File: src/inc/cfb_exec_defines.vh
// Encodings and field positions for the compare, flag-clear and delayed-branch execution block.
// Assumes 16-bit instruction words and 32-bit general registers.
`ifndef CFB_EXEC_DEFINES_VH
`define CFB_EXEC_DEFINES_VH

// Opcode matches: mask and value pairs
`define OP_BTS_MASK    16'hFF00
`define OP_BTS_VAL     16'h8D00
`define OP_CMPIMM_MASK 16'hFF00
`define OP_CMPIMM_VAL  16'h8800
`define OP_RR_MASK     16'hF00F
`define OP_EQ_VAL      16'h3000
`define OP_HS_VAL      16'h3002
`define OP_GE_VAL      16'h3003
`define OP_HI_VAL      16'h3006
`define OP_GT_VAL      16'h3007
`define OP_SIGNED_DIVIDE_SETUP_VAL   16'h2007
`define OP_STR_VAL     16'h200C
`define OP_R1_MASK     16'hF0FF
`define OP_PZ_VAL      16'h4011
`define OP_PL_VAL      16'h4015
`define OP_ACCUMULATOR_CLEAR_OP      16'h0028
`define OP_SATURATION_FLAG_CLEAR_OP        16'h0048
`define OP_TEST_FLAG_CLEAR_OP        16'h0008
`define OP_UNSIGNED_DIVIDE_SETUP       16'h0019

// Field positions
`define FLD_RN_HI   11
`define FLD_RN_LO   8
`define FLD_RM_HI   7
`define FLD_RM_LO   4
`define FLD_DISP_HI 7
`define FLD_SIGN    7

// Program counter steps in bytes
`define PC_STEP   32'h0000_0002
`define PC_BR_OFS 32'h0000_0004

`endif

File: src/cfb_exec.v
// Execution stage for delayed true-branch, flag clears, compares and divide setup.
// Assumes one instruction offered per cycle with instr_valid, operands read combinationally
// by register index, and a fetch unit that follows pc_q and the redirect pulse.
`timescale 1ns/1ps
`include "cfb_exec_defines.vh"

// Operation
// - Opcode 10001101 plus displacement branches only when test flag is one.
// - Displacement sign-extended, doubled, added to branch address plus four.
// - Branch instruction's own address is the target base.
// - Taken branch runs the following slot instruction before the target.
// - No interrupt accepted between the branch and its slot.
// - Branch in delay slot raises slot-illegal exception instead of running.
// - Accumulator clear zeroes both halves in one cycle, test flag kept.
// - Saturation clear zeroes the saturation flag, test flag kept.
// - Test-flag clear writes zero to the test flag.
// - Compares set test flag on true, clear on false, registers untouched.
// - Pattern 0011nnnnmmmm0000 tests register equality.
// - Signed greater-equal and greater compare destination against source.
// - Unsigned higher and higher-same compare destination against source.
// - Positive and nonnegative compare a signed register with zero.
// - Byte-match compare sets flag when any byte lane matches.
// - Immediate compare sign-extends byte, compares with register zero.
// - Signed divide setup copies sign bits, test flag gets their xor.
// - Unsigned divide setup zeroes divisor-sign, quotient and test flags.
module cfb_exec #(
  parameter W          = 32,
  parameter RESET_PC   = 32'h0000_0000
) (
  input  wire         mclk,
  input  wire         rst_b,
  input  wire         instr_valid,
  input  wire [15:0]  instr,
  input  wire         other_branch,
  input  wire         irq_pending,
  input  wire [W-1:0] dst_val,
  input  wire [W-1:0] src_val,
  input  wire [W-1:0] zero_val,
  output wire [3:0]   dst_sel,
  output wire [3:0]   src_sel,
  output reg  [W-1:0] pc_q,
  output reg          redirect_q,
  output reg          test_flag_q,
  output reg          sat_flag_q,
  output reg          quot_flag_q,
  output reg          dsign_flag_q,
  output reg  [W-1:0] accum_high_word_q,
  output reg  [W-1:0] accum_low_word_q,
  output reg          in_slot_q,
  output reg          slot_illegal_q,
  output wire         irq_accept
);
  // Slot tracking states
  localparam ST_NORMAL = 1'b0;
  localparam ST_SLOT   = 1'b1;

  reg          state_q;
  reg          state_d;
  reg  [W-1:0] target_q;
  reg  [W-1:0] target_d;
  reg  [W-1:0] pc_d;
  reg          redirect_d;
  reg          test_d;
  reg          sat_d;
  reg          quot_d;
  reg          dsign_d;
  reg  [W-1:0] acc_hi_d;
  reg  [W-1:0] acc_lo_d;
  reg          illegal_d;
  wire         is_cmp;
  wire         cmp_cond;
  wire         is_bts;
  wire         is_branch;
  wire [W-1:0] disp_x2;

  assign dst_sel = instr[`FLD_RN_HI:`FLD_RN_LO];
  assign src_sel = instr[`FLD_RM_HI:`FLD_RM_LO];

  assign is_bts    = (instr & `OP_BTS_MASK) == `OP_BTS_VAL;
  assign is_branch = is_bts | other_branch;

  assign disp_x2 = {{(W-9){instr[`FLD_SIGN]}}, instr[`FLD_DISP_HI:0], 1'b0};

  // interrupts held off while the slot is pending
  assign irq_accept = irq_pending & (state_q == ST_NORMAL) & ~(instr_valid & is_bts & test_flag_q);

  cfb_cond_unit #(
    .W        (W)
  ) u_cond (
    .instr    (instr),
    .dst_val  (dst_val),
    .src_val  (src_val),
    .zero_val (zero_val),
    .is_cmp   (is_cmp),
    .cond     (cmp_cond)
  );

  // Next-state and flag update; one instruction retires per valid cycle
  always @*
  begin
    state_d    = state_q;
    target_d   = target_q;
    pc_d       = pc_q;
    redirect_d = 1'b0;
    test_d     = test_flag_q;
    sat_d      = sat_flag_q;
    quot_d     = quot_flag_q;
    dsign_d    = dsign_flag_q;
    acc_hi_d   = accum_high_word_q;
    acc_lo_d   = accum_low_word_q;
    illegal_d  = 1'b0;
    if (instr_valid)
    begin
      case (state_q)
        ST_NORMAL:
        begin
          pc_d = pc_q + `PC_STEP;
          if (is_bts && test_flag_q)
          begin
            // base is the branch's own address
            target_d = pc_q + `PC_BR_OFS + disp_x2;
            state_d  = ST_SLOT;
          end
          else if (instr == `OP_ACCUMULATOR_CLEAR_OP)
          begin
            acc_hi_d = {W{1'b0}};
            acc_lo_d = {W{1'b0}};
          end
          else if (instr == `OP_SATURATION_FLAG_CLEAR_OP)
            sat_d = 1'b0;
          else if (instr == `OP_TEST_FLAG_CLEAR_OP)
            test_d = 1'b0;
          else if (instr == `OP_UNSIGNED_DIVIDE_SETUP)
          begin
            dsign_d = 1'b0;
            quot_d  = 1'b0;
            test_d  = 1'b0;
          end
          else if ((instr & `OP_RR_MASK) == `OP_SIGNED_DIVIDE_SETUP_VAL)
          begin
            quot_d  = dst_val[W-1];
            dsign_d = src_val[W-1];
            test_d  = dst_val[W-1] ^ src_val[W-1];
          end
          else if (is_cmp)
            test_d = cmp_cond;
        end
        ST_SLOT:
        begin
          state_d = ST_NORMAL;
          if (is_branch)
          begin
            // branch in slot is illegal; pc left for the trap logic
            illegal_d = 1'b1;
          end
          else
          begin
            pc_d       = target_q;
            redirect_d = 1'b1;
            if (instr == `OP_ACCUMULATOR_CLEAR_OP)
            begin
              acc_hi_d = {W{1'b0}};
              acc_lo_d = {W{1'b0}};
            end
            else if (instr == `OP_SATURATION_FLAG_CLEAR_OP)
              sat_d = 1'b0;
            else if (instr == `OP_TEST_FLAG_CLEAR_OP)
              test_d = 1'b0;
            else if (instr == `OP_UNSIGNED_DIVIDE_SETUP)
            begin
              dsign_d = 1'b0;
              quot_d  = 1'b0;
              test_d  = 1'b0;
            end
            else if ((instr & `OP_RR_MASK) == `OP_SIGNED_DIVIDE_SETUP_VAL)
            begin
              quot_d  = dst_val[W-1];
              dsign_d = src_val[W-1];
              test_d  = dst_val[W-1] ^ src_val[W-1];
            end
            else if (is_cmp)
              test_d = cmp_cond;
          end
        end
        default:
          state_d = ST_NORMAL;
      endcase
    end
  end

  // State registers; flags reset to zero
  always @(posedge mclk or negedge rst_b)
  begin
    if (!rst_b)
    begin
      state_q           <= ST_NORMAL;
      target_q          <= {W{1'b0}};
      pc_q              <= RESET_PC;
      redirect_q        <= 1'b0;
      test_flag_q       <= 1'b0;
      sat_flag_q        <= 1'b0;
      quot_flag_q       <= 1'b0;
      dsign_flag_q      <= 1'b0;
      accum_high_word_q <= {W{1'b0}};
      accum_low_word_q  <= {W{1'b0}};
      in_slot_q         <= 1'b0;
      slot_illegal_q    <= 1'b0;
    end
    else
    begin
      state_q           <= state_d;
      target_q          <= target_d;
      pc_q              <= pc_d;
      redirect_q        <= redirect_d;
      test_flag_q       <= test_d;
      sat_flag_q        <= sat_d;
      quot_flag_q       <= quot_d;
      dsign_flag_q      <= dsign_d;
      accum_high_word_q <= acc_hi_d;
      accum_low_word_q  <= acc_lo_d;
      in_slot_q         <= state_d;
      slot_illegal_q    <= illegal_d;
    end
  end
endmodule

File: src/cfb_cond_unit.v
// Condition evaluator for the nine compare forms; signed divide setup is decoded in cfb_exec itself.
// Assumes operands already read from the register file in the same cycle.
`timescale 1ns/1ps
`include "cfb_exec_defines.vh"

module cfb_cond_unit #(
  parameter W = 32
) (
  input  wire [15:0]  instr,
  input  wire [W-1:0] dst_val,
  input  wire [W-1:0] src_val,
  input  wire [W-1:0] zero_val,
  output reg          is_cmp,
  output reg          cond
);
  wire [W-1:0] diff  = dst_val ^ src_val;
  wire [W-1:0] imm_x = {{(W-8){instr[`FLD_SIGN]}}, instr[`FLD_DISP_HI:0]};
  wire         s_ge  = $signed(dst_val) >= $signed(src_val);
  wire         s_gt  = $signed(dst_val) >  $signed(src_val);
  wire         u_ge  = dst_val >= src_val;
  wire         u_gt  = dst_val >  src_val;
  wire         nz    = |dst_val;

  // Pick the condition by opcode pattern; no match means not a compare
  always @*
  begin
    is_cmp = 1'b1;
    cond   = 1'b0;
    if ((instr & `OP_RR_MASK) == `OP_EQ_VAL)
      cond = (diff == {W{1'b0}});
    else if ((instr & `OP_RR_MASK) == `OP_GE_VAL)
      cond = s_ge;
    else if ((instr & `OP_RR_MASK) == `OP_GT_VAL)
      cond = s_gt;
    else if ((instr & `OP_RR_MASK) == `OP_HI_VAL)
      cond = u_gt;
    else if ((instr & `OP_RR_MASK) == `OP_HS_VAL)
      cond = u_ge;
    else if ((instr & `OP_R1_MASK) == `OP_PL_VAL)
      cond = ~dst_val[W-1] & nz;
    else if ((instr & `OP_R1_MASK) == `OP_PZ_VAL)
      cond = ~dst_val[W-1];
    else if ((instr & `OP_RR_MASK) == `OP_STR_VAL)
      cond = (diff[31:24] == 8'h00) | (diff[23:16] == 8'h00) |
             (diff[15:8] == 8'h00) | (diff[7:0] == 8'h00);
    else if ((instr & `OP_CMPIMM_MASK) == `OP_CMPIMM_VAL)
      cond = (zero_val == imm_x);
    else
      is_cmp = 1'b0;
  end
endmodule

File: config.mk
export PLATFORM = sky130hd
export DESIGN_NAME = cfb_exec
export DESIGN_NICKNAME = d
export VERILOG_FILES = /design/src/cfb_exec.v /design/src/cfb_cond_unit.v
export VERILOG_INCLUDE_DIRS = /design/src /design/src/inc
export SDC_FILE = /design/constraint.sdc
export NUM_CORES = 1
export LEC_CHECK = 0
export ABC_AREA = 1
export BUFFER_PORTS_ARGS = -buffer_cell sky130_fd_sc_hd__buf_2
export CELL_PAD_IN_SITES_DETAIL_PLACEMENT = 0
export CELL_PAD_IN_SITES_GLOBAL_PLACEMENT = 2
export CORE_ASPECT_RATIO = 0.75
export CORE_UTILIZATION = 26
export CTS_BUF_LIST = sky130_fd_sc_hd__clkbuf_4
export DETAILED_ROUTE_END_ITERATION = 8
export PLACE_DENSITY = 0.78
export SYNTH_ARGS = -nofsm -noshare
export SYNTH_HDL_FRONTEND = slang
export SYNTH_SLANG_ARGS = --single-unit
File: constraint.sdc
create_clock -name mclk -period 2.2 [get_ports mclk]
set_input_delay 0.33 -clock mclk [delete_from_list [all_inputs] [get_ports mclk]]
set_output_delay 0.33 -clock mclk [all_outputs]
set_load 0.02 [all_outputs]
==> summary.md <==
| Metric | Value |
|---|---|
| Worst rel slew slack | 52.3% |
| TritonCTS clock tree | yes |
| Max Clk Rate | 0.411 GHz |
| Leak | 5.80 nW |
| Netlist cell types | 46 |
| Seq pwr share | 20.2% |
| RSZ-0062 raised after global routing | true |
| Residual DRC | 0 |
| Setup Skew | 0.0262 ns |
| Initial drt markers | 463 |
| Layout cells sized above 1 | 38.8% |
| Cell taking the most area after synthesis | dfrtp_1 |
| Post-Route WL | 27300 um |
| Total grt overflow | 0 |
| Synth top area share | 22.6% |
| First-pass DRT Iterations | 5 |
| Synth top area cells | dfrtp_1 (23%), ha_1 (15%), nand2_1 (11%) |
| WP data required | 2.57 ns |
| Post-synthesis compound-gate area fraction | 15.9% |
| Die Area | 30500 um^2 |
| Comb power frac | 65.0% |
| Routed Antenna Nets | 0 |
| Cell row count | 54 |
| Core area | 29200 um^2 |
| Final Util | 40.1% |
| Crit Path Max Fanout | 3 |
| Clock Sinks | 70 |
| Global-route wire length before repair | 42000 um |
| Vias in the first global route | 7823 |
| Internal power | 4.41 mW |
| Initial antenna violation count | 0 |
| Top_reg_cell synth | dfrtp_1 |
| Min Tclk post-route | 2.44 ns |
| Post-synthesis mux area share | 0% |
| Synthesized-area fraction occupied by and/or/nand/nor cells | 26.4% |
| Max-Cap Viols | 0 |
| Area of the mapped netlist | 7750 um^2 |
| Final Setup Violations | 24 |
| Top-Level Pins | 229 |
| Die height | 152 um |
| Total GRT Usage | 17.6% |
| Switch share | 42.6% |
| Startpoint Class | flop |
| Final slew viol count | 0 |
| CP max-delay cell | dfrtp_2 |
| Worst-case vdd ir drop | 0.355 mV |
| Synthesis-stage register bit count | 70 |
| Total CTS buffers | 9 |
| P_sw | 3.28 mW |
| Final Worst Setup Slack | -0.235 ns |
| Post-synth EDFFs | 0 |
| CP Class | reg -> reg |
| Worst min-delay path class | in -> reg |
| CP endpoint kind | flop |
| Largest net degree at the start of global routing | 42 |
| Synth Warn # | 0 |
| DR WL/cell | 14.5 um |
| Synth-to-Final Area Change | 51.0% |
| Via/cell ratio | 4.41 |
| Post-route insts no fill | 1879 |
| Clock power frac | 14.8% |
| Initial Utilization | 26.6% |
| Reg clk slew, reported paths | 0.14 ns |
| Synth Area in Adders | 15.1% |
| Post-Place Cells | 1825 |
| CP most frequent cell | inv_2 |
| Hold Fails Final Rpt | 0 |
| Worst-skew pair later-pin latency | 0.48 ns |
| Worst endpoint data arrival time | 2.81 ns |
| Sequential-to-total area share from yosys stat | 22.6% |
| Top delay family on crit path | adder cells |
| Failing checks | setup timing |
| Reg2Reg Setup Slack | -0.24 ns |
| I/O Buffers | 163 |
| Die Width | 201 um |
| Tcrit/Tclk final | 111% |
| Clock root cell | clkbuf_4 |
| Avg Cell Area, Syn | 6.84 um^2 |
| PwrDens | 656 nW/um^2 |
| Worst path max stage delay | 0.45 ns |
| Synth Area in XOR/XNOR | 4.86% |
| Nets | 1691 |
| Critical path cell sequence | inv_2 -> ha_4 -> inv_2 -> ha_4 -> inv_4 -> fa_2 -> inv_2 -> nand3_2 -> nand2_4 -> and3_4 -> nor2_4 -> buf_4 -> o21ai_4 -> xnor2_2 -> o21ai_1 |
| Worst slew pin tran | 0.709 ns |
| Async SR Flop Fraction | 100% |
| GPL Wtd Cong | 0.882 |
| Setup tns final | -2.52 ns |
| Crit path buffers/inverters | 5 |
| Fillers | 3067 |
| Post-Syn Instances | 1134 |
| Largest family of logic cells by synthesized area | simple AND/OR/NAND/NOR gates |
| Clk buf depth | 2 |
| HPWL Detailed | 22400 um |
| Via Count | 8277 |
| Outcome | complete, but fails checks |
| H-tree levels | 3 |
[layout by cell type (no fill, tap or decap), types with 50 or more instances in the layout]
cell type | synthesis | routed
a21oi_1 | 87 | 59
buf_2 | 5 | 162
buf_4 | 73 | 173
conb_1 | 1 | 65
dfrtp_1 | 70 | 52
ha_1 | 92 | 50
inv_1 | 137 | 130
nand2_1 | 218 | 205
nor2_1 | 117 | 108
o21ai_0 | 78 | 58
[registers in the layout, summed over array words and instances, names as in the netlist]
signal,flops
target_q,32
slot_illegal_q,1
quot_flag_q,1
state_q,1
test_flag_q,1
pc_q,32
redirect_q,1
dsign_flag_q,1
[metal layers]
metal | part of all wire (%) | routed length (um) | global-route usage [%]
met2 | 43 | 11600 | 26.6
met5 | 0 | 0 | 0
met1 | 53 | 14500 | 26.6
met3 | 3.8 | 1030 | 2.50
met4 | 0.63 | 171 | 2.73
[worst paths after layout]
path                               from           end  cells past startpoint
max                             pc_q[2]  target_q[30]                     15
min                         instr_valid       state_q                      2
max reg2reg                     pc_q[2]  target_q[30]                     15
min reg2reg                target_q[23]  target_q[23]                      2
max in group asynchronous         rst_b      pc_q[13]                      3
min in group asynchronous         rst_b      pc_q[31]                      2
[timing repair]
item,4_1_cts,5_1_grt
resized for setup,102,71
buffers inserted,23,21
setup endpoints to repair,33,39
hold endpoints to repair,29,0
hold buffers,1,0
pin swaps,50,67
[power groups by stage]
| stage | logic, mW | clock network, mW | registers, mW |
|---|---|---|---|
| after CTS | 4.55 | 1.17 | 1.55 |
| after floorplan | 2.12 | 0 | 1.79 |
| after global routing | 5.47 | 1.21 | 1.57 |
| final | 5.00 | 1.14 | 1.55 |
| after detailed placement | 4.01 | 0 | 1.57 |
| after global placement | 4.00 | 0 | 1.57 |
[logic make-up after synthesis]
logic type	Yosys count
fa+ha+maj	93
simple gates	462
compound gates	228
buf+inv	237
xor+xnor	43
other cells	1
flops	70
[cell usage after synthesis (21+ instances only)]
library cell	instances
nand3_1	48
ha_1	92
buf_4	73
dfrtp_1	70
nor3_1	21
o21ai_0	78
xor2_1	35
nand2_1	218
inv_1	137
a21oi_1	87
o21ai_1	24
nor2_1	117
[through the flow]
stage               hold slack, ns  setup WS (ns)  cell area [um^2]  power, mW
floorplan                   0.0344         -0.214              8460       3.91
global placement             0.318         -0.582             10500       5.56
detailed placement           0.316         -0.529             10500       5.58
CTS                         0.0237         -0.213             11300       7.26
global route                0.0407         -0.327             11700       8.24
finish                      0.0687         -0.235             11700       7.69
[area by class of cell]
cell class                 count  area, um^2  area share (%)
antenna                        1        2.50          0.0214
clock buffer                  10        75.1           0.641
clock inverter                 6         110           0.940
inverter                     144         548            4.68
multi-input combinational    891        6200            52.9
sequential                    70        1770            15.1
tap                          392         490            4.19
timing repair buffer         365        2520            21.5
(Power assumes the default switching activity.)
